[src/hw/spu_regs.vh]
// constants for the stack store and stack load unit
`ifndef SPU_REGS_VH
`define SPU_REGS_VH

// ==================================================
// opcode encodings
`define SPU_OP_PREFIX_X 8'hdd
`define SPU_OP_PREFIX_Y 8'hfd
`define SPU_OP_IDX_STORE 8'he5
`define SPU_OP_IDX_LOAD 8'he1
`define SPU_OP_GROUP 2'h3
`define SPU_OP_STORE_LOW 4'h5
`define SPU_OP_LOAD_LOW 4'h1

// ==================================================
// operand word selectors in the pair file
`define SPU_SEL_FIRST 3'h0
`define SPU_SEL_SECOND 3'h1
`define SPU_SEL_THIRD 3'h2
`define SPU_SEL_ACCFLAGS 3'h3
`define SPU_SEL_IDX_X 3'h4
`define SPU_SEL_IDX_Y 3'h5

// ==================================================
// prefix tracking
`define SPU_PFX_NONE 2'h0
`define SPU_PFX_X 2'h1
`define SPU_PFX_Y 2'h2

// ==================================================
// clock-state counts, one sys_clk edge per state
`define SPU_T_M1_STORE 3'h5
`define SPU_T_M1_STD 3'h4
`define SPU_T_MEM 3'h3
`define SPU_T_FETCH_OFS 3'h2
`define SPU_T_ONE 3'h1
`define SPU_T_ZERO 3'h0

// ==================================================
// stack pointer step and reset
`define SPU_SP_STEP 16'h0001
`define SPU_SP_RESET 16'hffff

// ==================================================
// opcode and word fields
`define SPU_OP_GRP_F 7:6
`define SPU_OP_SEL_F 5:4
`define SPU_OP_LOW_F 3:0
`define SPU_HI_BYTE_F 15:8
`define SPU_LO_BYTE_F 7:0

// ==================================================
// reset values and pair file shape
`define SPU_BYTE_RESET 8'h00
`define SPU_ADDR_RESET 16'h0000
`define SPU_FILE_DEPTH 6
`define SPU_FILE_AW 3

`endif

[src/hw/spu_pair_file.v]
// register pair storage with registered read data
`timescale 1ns/1ps
module spu_pair_file #(
    parameter WIDTH = 16,
    parameter DEPTH = 6,
    parameter AW = 3
) (
    input wire sys_clk,
    input wire rst_n,
    input wire [AW-1:0] rdAddr,
    output reg [WIDTH-1:0] rdData,
    input wire wrEn,
    input wire [AW-1:0] wrAddr,
    input wire [WIDTH-1:0] wrData
);

// ==================================================
// storage
reg [WIDTH-1:0] mem [0:DEPTH-1];

always @(posedge sys_clk) begin
    if (wrEn) begin
        mem[wrAddr] <= wrData;
    end
end

// read data reset only; contents are software-defined before use
always @(posedge sys_clk or negedge rst_n) begin
    if (!rst_n) begin
        rdData <= {WIDTH{1'b0}};
    end else begin
        rdData <= mem[rdAddr];
    end
end

endmodule // spu_pair_file

[src/hw/spu_stack_unit.v]
// stack store / stack load decode and execution engine
//
// Overview of operation
// RL1 - 16-bit stack pointer addresses top of stack; stack grows downward in memory.
// RL2 - single-byte store/load opcode bits 5:4 pick first, second, third, accum-flags pair.
// RL3 - pair store: decrement, write high; decrement, write low; 11 states 5,3,3.
// RL4 - prefix DD then E5 stores index x, high first, 15 states 4,5,3,3.
// RL5 - prefix FD then E5 stores index y, same order, 15 states.
// RL6 - pair load shares select bits, low nibble differs; 10 states 4,3,3.
// RL7 - pair load: read low at pointer, increment; read high, increment.
// RL8 - prefix DD then E1 loads index x, low then high, 14 states.
// RL9 - prefix FD loads index y, low then high, 14 states.
// RL10 - flags untouched except when accum-flags pair itself is reloaded.
// RL11 - index y load second byte is E1, same as index x form.
// RL12 - stack pointer steps wrap modulo 65536 silently.
`timescale 1ns/1ps
`include "spu_regs.vh"
module spu_stack_unit #(
    parameter WIDTH = 16
) (
    input wire sys_clk,
    input wire rst_n,
    input wire opValid,
    input wire [7:0] opByte,
    output reg opReady_reg,
    output reg done_reg,
    output reg illegal_reg,
    output reg busy_reg,
    input wire spWrEn,
    input wire [WIDTH-1:0] spWrData,
    output reg [WIDTH-1:0] stackPointer_reg,
    input wire regWrEn,
    input wire [2:0] regWrSel,
    input wire [WIDTH-1:0] regWrData,
    input wire [2:0] regRdSel,
    output wire [WIDTH-1:0] regRdData,
    output reg [WIDTH-1:0] memAddr_reg,
    output reg [7:0] memWrData_reg,
    output reg memWr_reg,
    output reg memRd_reg,
    input wire [7:0] memRdData
);

// ==================================================
// states
localparam S_IDLE = 3'h0;
localparam S_FETCH = 3'h1;
localparam S_WHI = 3'h2;
localparam S_WLO = 3'h3;
localparam S_RLO = 3'h4;
localparam S_RHI = 3'h5;

localparam K_PREFIX = 2'h0;
localparam K_STORE = 2'h1;
localparam K_LOAD = 2'h2;

// ==================================================
// decode helpers
function isStore;
    input [7:0] b;
    begin
        isStore = (b[`SPU_OP_GRP_F] == `SPU_OP_GROUP) &&
            (b[`SPU_OP_LOW_F] == `SPU_OP_STORE_LOW); // RL2
    end
endfunction

function isLoad;
    input [7:0] b;
    begin
        isLoad = (b[`SPU_OP_GRP_F] == `SPU_OP_GROUP) &&
            (b[`SPU_OP_LOW_F] == `SPU_OP_LOAD_LOW); // RL6
    end
endfunction

function isPrefix;
    input [7:0] b;
    begin
        isPrefix = (b == `SPU_OP_PREFIX_X) || (b == `SPU_OP_PREFIX_Y);
    end
endfunction

// ==================================================
// registers
reg [2:0] state_reg, state_next;
reg [2:0] tCount_reg, tCount_next;
reg [1:0] kind_reg, kind_next;
reg [1:0] prefix_reg, prefix_next;
reg [2:0] sel_reg, sel_next;
reg [7:0] lowByte_reg, lowByte_next;
reg [WIDTH-1:0] sp_next;
reg [WIDTH-1:0] memAddr_next;
reg [7:0] memWrData_next;
reg memWr_next, memRd_next, opReady_next, done_next, illegal_next;
reg [7:0] rdSync1_reg, rdSync2_reg;
reg engWrEn;
reg [WIDTH-1:0] engWrData;

wire idle = (state_reg == S_IDLE);
wire take = idle && opValid && opReady_reg;
wire lastState = (tCount_reg == `SPU_T_ZERO);
wire [WIDTH-1:0] srcWord;

// core access only while idle so the engine owns the file mid-instruction
wire fileWrEn = engWrEn || (idle && regWrEn);
wire [2:0] fileWrSel = engWrEn ? sel_reg : regWrSel;
wire [WIDTH-1:0] fileWrData = engWrEn ? engWrData : regWrData;
wire [2:0] fileRdSel = idle ? regRdSel : sel_reg;

assign regRdData = srcWord;

spu_pair_file #(
    .WIDTH(WIDTH),
    .DEPTH(`SPU_FILE_DEPTH),
    .AW(`SPU_FILE_AW)
) pairFile (
    .sys_clk(sys_clk),
    .rst_n(rst_n),
    .rdAddr(fileRdSel),
    .rdData(srcWord),
    .wrEn(fileWrEn),
    .wrAddr(fileWrSel),
    .wrData(fileWrData)
);

// ==================================================
// read data synchroniser; memory must present data in the first state
always @(posedge sys_clk or negedge rst_n) begin
    if (!rst_n) begin
        rdSync1_reg <= `SPU_BYTE_RESET;
        rdSync2_reg <= `SPU_BYTE_RESET;
    end else begin
        rdSync1_reg <= memRdData;
        rdSync2_reg <= rdSync1_reg;
    end
end

// ==================================================
// sequencer
always @* begin
    state_next = state_reg;
    tCount_next = tCount_reg;
    kind_next = kind_reg;
    prefix_next = prefix_reg;
    sel_next = sel_reg;
    lowByte_next = lowByte_reg;
    sp_next = stackPointer_reg;
    memAddr_next = memAddr_reg;
    memWrData_next = memWrData_reg;
    memWr_next = memWr_reg;
    memRd_next = memRd_reg;
    opReady_next = opReady_reg;
    done_next = 1'b0;
    illegal_next = 1'b0;
    engWrEn = 1'b0;
    engWrData = {rdSync2_reg, lowByte_reg};
    case (state_reg)
        S_IDLE: begin
            if (spWrEn) begin
                sp_next = spWrData;
            end
            if (take) begin
                if (isPrefix(opByte)) begin
                    // a second prefix simply replaces the first
                    prefix_next = (opByte == `SPU_OP_PREFIX_X) ? `SPU_PFX_X : `SPU_PFX_Y;
                    kind_next = K_PREFIX;
                    tCount_next = `SPU_T_M1_STD - `SPU_T_FETCH_OFS;
                    opReady_next = 1'b0;
                    state_next = S_FETCH;
                end else if (prefix_reg != `SPU_PFX_NONE) begin
                    if (opByte == `SPU_OP_IDX_STORE || opByte == `SPU_OP_IDX_LOAD) begin // RL11
                        sel_next = (prefix_reg == `SPU_PFX_X) ? `SPU_SEL_IDX_X :
                            `SPU_SEL_IDX_Y; // RL4 RL5 RL8 RL9
                        kind_next = (opByte == `SPU_OP_IDX_STORE) ? K_STORE : K_LOAD;
                        tCount_next = ((opByte == `SPU_OP_IDX_STORE) ? `SPU_T_M1_STORE :
                            `SPU_T_M1_STD) - `SPU_T_FETCH_OFS; // RL4 RL8
                        opReady_next = 1'b0;
                        state_next = S_FETCH;
                    end else begin
                        illegal_next = 1'b1;
                        prefix_next = `SPU_PFX_NONE;
                    end
                end else if (isStore(opByte) || isLoad(opByte)) begin
                    sel_next = {1'b0, opByte[`SPU_OP_SEL_F]}; // RL2
                    kind_next = isStore(opByte) ? K_STORE : K_LOAD;
                    tCount_next = (isStore(opByte) ? `SPU_T_M1_STORE : `SPU_T_M1_STD) -
                        `SPU_T_FETCH_OFS; // RL3 RL6
                    opReady_next = 1'b0;
                    state_next = S_FETCH;
                end else begin
                    illegal_next = 1'b1;
                end
            end
        end
        S_FETCH: begin
            if (!lastState) begin
                tCount_next = tCount_reg - `SPU_T_ONE;
            end else if (kind_reg == K_PREFIX) begin
                opReady_next = 1'b1;
                state_next = S_IDLE;
            end else if (kind_reg == K_STORE) begin
                // decrement first, then write the high byte there
                sp_next = stackPointer_reg - `SPU_SP_STEP; // RL1 RL3 RL12
                memAddr_next = stackPointer_reg - `SPU_SP_STEP;
                memWrData_next = srcWord[`SPU_HI_BYTE_F];
                memWr_next = 1'b1;
                tCount_next = `SPU_T_MEM - `SPU_T_ONE;
                state_next = S_WHI;
            end else begin
                memAddr_next = stackPointer_reg; // RL7
                memRd_next = 1'b1;
                tCount_next = `SPU_T_MEM - `SPU_T_ONE;
                state_next = S_RLO;
            end
        end
        S_WHI: begin
            if (!lastState) begin
                tCount_next = tCount_reg - `SPU_T_ONE;
            end else begin
                sp_next = stackPointer_reg - `SPU_SP_STEP; // RL3 RL12
                memAddr_next = stackPointer_reg - `SPU_SP_STEP;
                memWrData_next = srcWord[`SPU_LO_BYTE_F];
                tCount_next = `SPU_T_MEM - `SPU_T_ONE;
                state_next = S_WLO;
            end
        end
        S_WLO: begin
            if (!lastState) begin
                tCount_next = tCount_reg - `SPU_T_ONE;
            end else begin
                memWr_next = 1'b0;
                done_next = 1'b1;
                opReady_next = 1'b1;
                prefix_next = `SPU_PFX_NONE;
                state_next = S_IDLE;
            end
        end
        S_RLO: begin
            if (!lastState) begin
                tCount_next = tCount_reg - `SPU_T_ONE;
            end else begin
                lowByte_next = rdSync2_reg; // RL7
                sp_next = stackPointer_reg + `SPU_SP_STEP; // RL12
                memAddr_next = stackPointer_reg + `SPU_SP_STEP;
                tCount_next = `SPU_T_MEM - `SPU_T_ONE;
                state_next = S_RHI;
            end
        end
        S_RHI: begin
            if (!lastState) begin
                tCount_next = tCount_reg - `SPU_T_ONE;
            end else begin
                // only the selected word changes; flags move only inside accum-flags
                engWrEn = 1'b1; // RL7 RL10
                sp_next = stackPointer_reg + `SPU_SP_STEP; // RL12
                memRd_next = 1'b0;
                done_next = 1'b1;
                opReady_next = 1'b1;
                prefix_next = `SPU_PFX_NONE;
                state_next = S_IDLE;
            end
        end
        default: begin
            memWr_next = 1'b0;
            memRd_next = 1'b0;
            opReady_next = 1'b1;
            prefix_next = `SPU_PFX_NONE;
            state_next = S_IDLE;
        end
    endcase
end

always @(posedge sys_clk or negedge rst_n) begin
    if (!rst_n) begin
        state_reg <= S_IDLE;
        tCount_reg <= `SPU_T_ZERO;
        kind_reg <= K_PREFIX;
        prefix_reg <= `SPU_PFX_NONE;
        sel_reg <= `SPU_SEL_FIRST;
        lowByte_reg <= `SPU_BYTE_RESET;
        stackPointer_reg <= `SPU_SP_RESET;
        memAddr_reg <= `SPU_ADDR_RESET;
        memWrData_reg <= `SPU_BYTE_RESET;
        memWr_reg <= 1'b0;
        memRd_reg <= 1'b0;
        opReady_reg <= 1'b1;
        done_reg <= 1'b0;
        illegal_reg <= 1'b0;
        busy_reg <= 1'b0;
    end else begin
        state_reg <= state_next;
        tCount_reg <= tCount_next;
        kind_reg <= kind_next;
        prefix_reg <= prefix_next;
        sel_reg <= sel_next;
        lowByte_reg <= lowByte_next;
        stackPointer_reg <= sp_next;
        memAddr_reg <= memAddr_next;
        memWrData_reg <= memWrData_next;
        memWr_reg <= memWr_next;
        memRd_reg <= memRd_next;
        opReady_reg <= opReady_next;
        done_reg <= done_next;
        illegal_reg <= illegal_next;
        busy_reg <= (state_next != S_IDLE);
    end
end

endmodule // spu_stack_unit

[config.mk]
export PLATFORM = sky130hd
export DESIGN_NAME = spu_stack_unit
export DESIGN_NICKNAME = d
export VERILOG_FILES = /design/src/hw/spu_pair_file.v /design/src/hw/spu_stack_unit.v
export VERILOG_INCLUDE_DIRS = /design/src /design/src/hw
export SDC_FILE = /design/constraint.sdc
export NUM_CORES = 1
export LEC_CHECK = 0
export ABC_AREA = 1
export BUFFER_PORTS_ARGS = -buffer_cell sky130_fd_sc_hd__buf_2
export CAP_MARGIN = 20
export CORE_MARGIN = 2
export CORE_UTILIZATION = 50
export DETAILED_ROUTE_END_ITERATION = 10
export GPL_TIMING_DRIVEN = 0
export PLACE_DENSITY = 0.69
export SLEW_MARGIN = 20
export SYNTH_ARGS = -nofsm -noshare
export SYNTH_HDL_FRONTEND = slang
export SYNTH_HIERARCHICAL = 1
export SYNTH_SLANG_ARGS = --single-unit
[constraint.sdc]
create_clock -name sys_clk -period 3 [get_ports sys_clk]
set_input_delay 0.45 -clock sys_clk [delete_from_list [all_inputs] [get_ports sys_clk]]
set_output_delay 0.45 -clock sys_clk [all_outputs]
set_load 0.005 [all_outputs]
# Word-level counts from Yosys, hierarchy flattened
# Memory sizes are Yosys's and may differ from the RTL's. A register that Yosys moved wholly into a read port is not among the register bits.
# Index checks and enable logic that the tools add are counted.
[classes] addsub=5 n_eq_ne=35 muxes=86 bitwise_logic=5 reduce_logical=38
[ops] cell="$mux W16" count=7
[ops] cell="$mux W3" count=25
[ops] cell="$pmux W16 S4" count=1
[ops] cell="$pmux W16 S3" count=1
[ops] cell="$eq A8 B8 Y1 const B" count=4
[ops] cell="$mux W8" count=4
[ops] cell="$reduce_and A5 Y1" count=6
[ops] cell="$mux W1" count=29
[ops] cell="$mux W2" count=12
[ops] cell="$ne A2 B2 Y1 const B" count=11
[ops] cell="$add A16 B1 Y16 const B" count=1
[ops] cell="$pmux W8 S2" count=1
[ops] cell="$sub A16 B1 Y16 const B" count=1
[ops] cell="$pmux W3 S5" count=1
[ops] cell="$pmux W3 S4" count=1
[ops] cell="$reduce_and A6 Y1" count=2
[ops] cell="$reduce_bool A3 Y1" count=3
[ops] cell="$ne A2 B1 Y1 const B" count=4
[ops] cell="$reduce_bool A4 Y1" count=2
[ops] cell="$reduce_or A4 Y1" count=2
[ops] cell="$reduce_and A7 Y1" count=1
[ops] cell="$eq A3 B2 Y1 const B" count=2
[ops] cell="$eq A3 B3 Y1 const B" count=2
[ops] cell="$logic_not A3 Y1" count=2
[ops] cell="other kinds (25)" count=44
[word_totals] regBits=83 ramBits=96 input_bits=59 word_cells=187 mem_count=1
[memory_table] name="pairFile.mem" words=6 word_bits=16 rd=1 rd_clocked_by_memory_dff=1 write_ports=1 line="spu_pair_file.v:19" rtl="reg [WIDTH-1:0] mem [0:DEPTH-1];"

# Depth between registers and ports, before layout
[logic_depth] depth_word=9 mapped_depth=13

# Modules after synthesis
# The synthesis kept the hierarchy.
[by_module_without_submodules] module="spu_stack_unit" n_inst=1 cells_per_inst=812 area_each_um2=5424.0 seq_area_each_um2=2098.3
[by_module_without_submodules] module="spu_pair_file" n_inst=1 cells_per_inst=321 area_each_um2=4179.0 seq_area_each_um2=3283.1

# Worst setup path before layout
# No wires, ideal clock.
[synth_path] kind="reg-to-reg" start="register tCount_reg[0]" end="memory pairFile.mem[2][0] (enable)" setup_ns=0.388 arrival_ns=2.348 required_time_ns=2.612 setup_slack_ns=0.263 path_stages_with_launch=13 path_buffers=2 period_less_slack_ns=2.737 path_cell_list="dfrtp_1 > inv_1 > ha_1 > nand2_1 > buf_2 > nor2_4 > inv_1 > clkbuf_1 > nand2_1 > o21ai_0 > inv_1 > nand2_1 > nor2_1"
[synth_via] word_cells_on_any_way=7
[synth_lines] item="start: declaration" line="spu_stack_unit.v:85" rtl="reg [2:0] tCount_reg, tCount_next;"
[synth_lines] item="start signal: assignment" line="spu_stack_unit.v:275" rtl="tCount_reg <= `SPU_T_ZERO;"
[synth_lines] item="start signal: assignment" line="spu_stack_unit.v:291" rtl="tCount_reg <= tCount_next;"
[synth_lines] item="$logic_not A3 Y1 (no line)"
[synth_lines] item="$mux W1" line="spu_stack_unit.v:249" rtl="if (!lastState) begin"
[synth_lines] item="$mux W1" line="spu_stack_unit.v:156" rtl="case (state_reg)"
[synth_lines] item="$mux W3" line="spu_stack_unit.v:105" rtl="wire [2:0] fileWrSel = engWrEn ? sel_reg : regWrSel;"
[synth_lines] item="named net fileWrSel[2]" line="spu_stack_unit.v:105"
[synth_lines] item="end: declaration" line="spu_pair_file.v:19"
# The timed path passes the listed nets, and every way through them passes these cells.

# Worst setup path in the final report
[layout_path] start="register tCount_reg[0]" end="memory pairFile.mem[0][7] (enable)"
# The elaborated chain is that of the path after synthesis.

==> flow_summary.toml <==
[flow_run]
maxCapViolations = 0

[floorplan]
coreArea_sq_um = 18800
die_h_um = 143
die_x_um = 143
die_area_sq_um = 20300
row_count = 50
start_util = 0.512
io_pins = 121

[final_layout]
final_cells = 1536
drive_above_1_share = 0.198
largest_register_ffs = 96
nets = 1352
n_antenna_cell = 0
top_register = "pairFile/mem"
seq_area_sq_um = 5380
fill_cells = 1649
multiInputGateArea_sq_um = 3650
final_util = 0.606
area_growth_pct = 18.4

[setup_path]
reg2reg_from = "tCount_reg[0]"
reg2regPathDepth = 13
required_ns = 3.15
cp_max_fo = 11
cp-end-kind = "flip-flop"
worst-setup-path-type = "flip-flop to flip-flop"
cp-start-kind = "flip-flop"
r2r_slack_ns = 0.20
critPathArrivalTime_ns = 2.95
r2r-end = "pairFile/mem[0][7]"

[hold_path]
hold-path-endpoint = "rdSync1_reg[6]"
worstHoldStart = "memRdData[6]"
holdPathStages = 1
hp-class = "input port to flip-flop"

[detailed_routing]
drtIter0Drc = 869
route.detailed.drc = 0
first_pass_iters = 7
postRouteAntennaNets = 0
avgViaCountPerCell = 5.38
routed_wl_mm = 25.4
drt-wirelength-per-cell_um = 16.5
vias = 8267

[power_and_ir_drop]
total_power_mw = 10.8
ir_drop_mv = 0.621
powerDensity_nw_per_um2 = 950
power.leakage_nw = 5.25

[sta]
slew_headroom = 0.472
final-setup-viol-count = 0
hold_violations = 0
finalHoldWorstSlack_ns = 0.102
skew_ns = 0.0121
drv_slew = 0
timing.fmax_mhz = 357
tightest_slew_ns = 0.792
setup_ws_ns = 0.195
layout_min_cycle_time_ns = 2.80
fin_crit_sh = 0.935

[synth]
synth_edf_count = 96
synthArstFlopShare = 0.508
synth_seq_cells = 195
synth_cells = 1133
yosys-top-cells-count = "367 x nand2_1, 134 x nand3_1, 131 x nor2_1"
synth_area_leaders = "edfxtp_1 30%, dfrtp_1 21%, nand2_1 14%"
syn_area_sq_um = 9600
synth_most_common_cell = "nand2_1"
synth-seq-area-share = 0.560
synth.top_cell.area_share = 0.300
yosys_warnings = 6
synthFlopType = "edfxtp_1"
synth_nets = 1196
yosys.area.top_type = "edfxtp_1"
synth_cell_type_count = 39
syn_area_per_cell_sq_um = 8.48

[placement]
post-dp-hpwl_mm = 18.1
gp_congestion = 0.928
port_buffers = 120
dp_slack_ns = -0.175
dp.cells = 1494

[clocking]
cts_tree = "built"
cts-root-buf = "clkbuf_16"
h-tree-depth = 4
clk_transition_reported_paths_ns = 0.08
clock_path_buffers = 2
cts_sinks = 195
numCtsBuffers = 17
clk_latency_ns = 0.44

[global_routing]
grtUsageTotal = 0.254
antenna_found_initial = 0
overflow = 0
grt_max_degree = 59
grt_pass1_wl_mm = 39.3
grt_pass1_vias = 7498

[outcome]
status = "completed"
[layout by cell type, fill, tap and decap left out, types with 4 or more instances in the layout]
cell type / Yosys / final
nand3_1: 134 / 134
xor2_1: 7 / 7
inv_1: 74 / 74
nor2_1: 131 / 125
o21ai_1: 13 / 13
dfstp_2: 17 / 17
o21ai_0: 65 / 65
edfxtp_1: 96 / 96
nor3_1: 4 / 4
a21oi_2: 4 / 4
buf_4: 11 / 18
nand2_2: 6 / 6
ha_1: 4 / 4
nor2_4: 4 / 10
buf_2: 14 / 133
clkbuf_16: 0 / 17
nand2_1: 367 / 367
clkinv_8: 0 / 6
buf_6: 6 / 10
clkbuf_1: 17 / 14
a31oi_1: 10 / 10
nand4_1: 6 / 6
dfrtp_1: 82 / 82
inv_2: 9 / 9
o211ai_1: 7 / 7
a21oi_1: 24 / 24
[critical path, stage by stage (launching register included)]
cell and delay [ns]:
dfrtp_1 0.38, inv_1 0.10, ha_1 0.17, nand2_1 0.12, buf_2 0.22, nor2_4 0.23, inv_1 0.12, clkbuf_2 0.21
nand2_1 0.10, o21ai_0 0.11, inv_1 0.09, nand2_1 0.17, nor2_4 0.27, buf_8 0.20
[timing repair]
item                                    in CTS  in global routing
pin swaps                                    0                  5
gates cloned                                 0                  0
buffers inserted                             0                  9
endpoints found under the setup margin      75                 92
endpoints found under the hold margin       40                  0
gates resized for setup                      2                  9
hold buffers                                 1                  0
[area by class of cell]
class | instances | share of cell area
sequential | 195 | 0.473
multi-input combinational | 803 | 0.321
timing repair buffer | 137 | 0.0718
clock buffer | 17 | 0.0374
inverter | 84 | 0.0280
buffer | 51 | 0.0263
tap | 234 | 0.0258
clock inverter | 15 | 0.0161
[where the power goes]
group / internal, mW / switching, mW
combinational: 1.62 / 3.18
clock: 1.13 / 1.15
sequential: 3.42 / 0.300
[how the worst max path moves through the flow]
stage,start,endpoint,slack [ns],cells after the start
floorplan,tCount_reg[0],pairFile/mem[2][0],0.26,12
global placement,state_reg[0],pairFile/mem[2][2],-0.75,10
detailed placement,state_reg[0],pairFile/mem[2][2],-0.18,11
CTS,tCount_reg[0],pairFile/mem[2][3],-0.07,13
global route,tCount_reg[0],pairFile/mem[0][7],-0.02,13
finish,tCount_reg[0],pairFile/mem[0][7],0.20,13
[per-stage QoR]
stage	TNS [ns]	cell area, sq um
after floorplan	0	9600
after global placement	-67.95	10500
after detailed placement	-4.68	10600
after CTS	-0.936	11200
after global routing	-0.0627	11400
final	0	11400
[per-layer routing]
layer,part of all wire,GRT usage
met5,0,0
met4,0.018,0.0782
met3,0.082,0.0431
met2,0.44,0.389
met1,0.46,0.374
[kinds of logic (layout without fill, tap and decap cells)]
logic type / count (synthesis) / after routing / synth area share
AO/OA/AOI/OAI: 128 / 128 / 0.0726
flip-flops: 195 / 195 / 0.560
XOR/XNOR: 8 / 8 / 0.00730
adder cells (fa/ha/maj): 4 / 4 / 0.00521
AND/OR/NAND/NOR: 663 / 663 / 0.291
buffers and inverters: 135 / 304 / 0.0638
No activity file was read; power rests on OpenSTA's default activity.
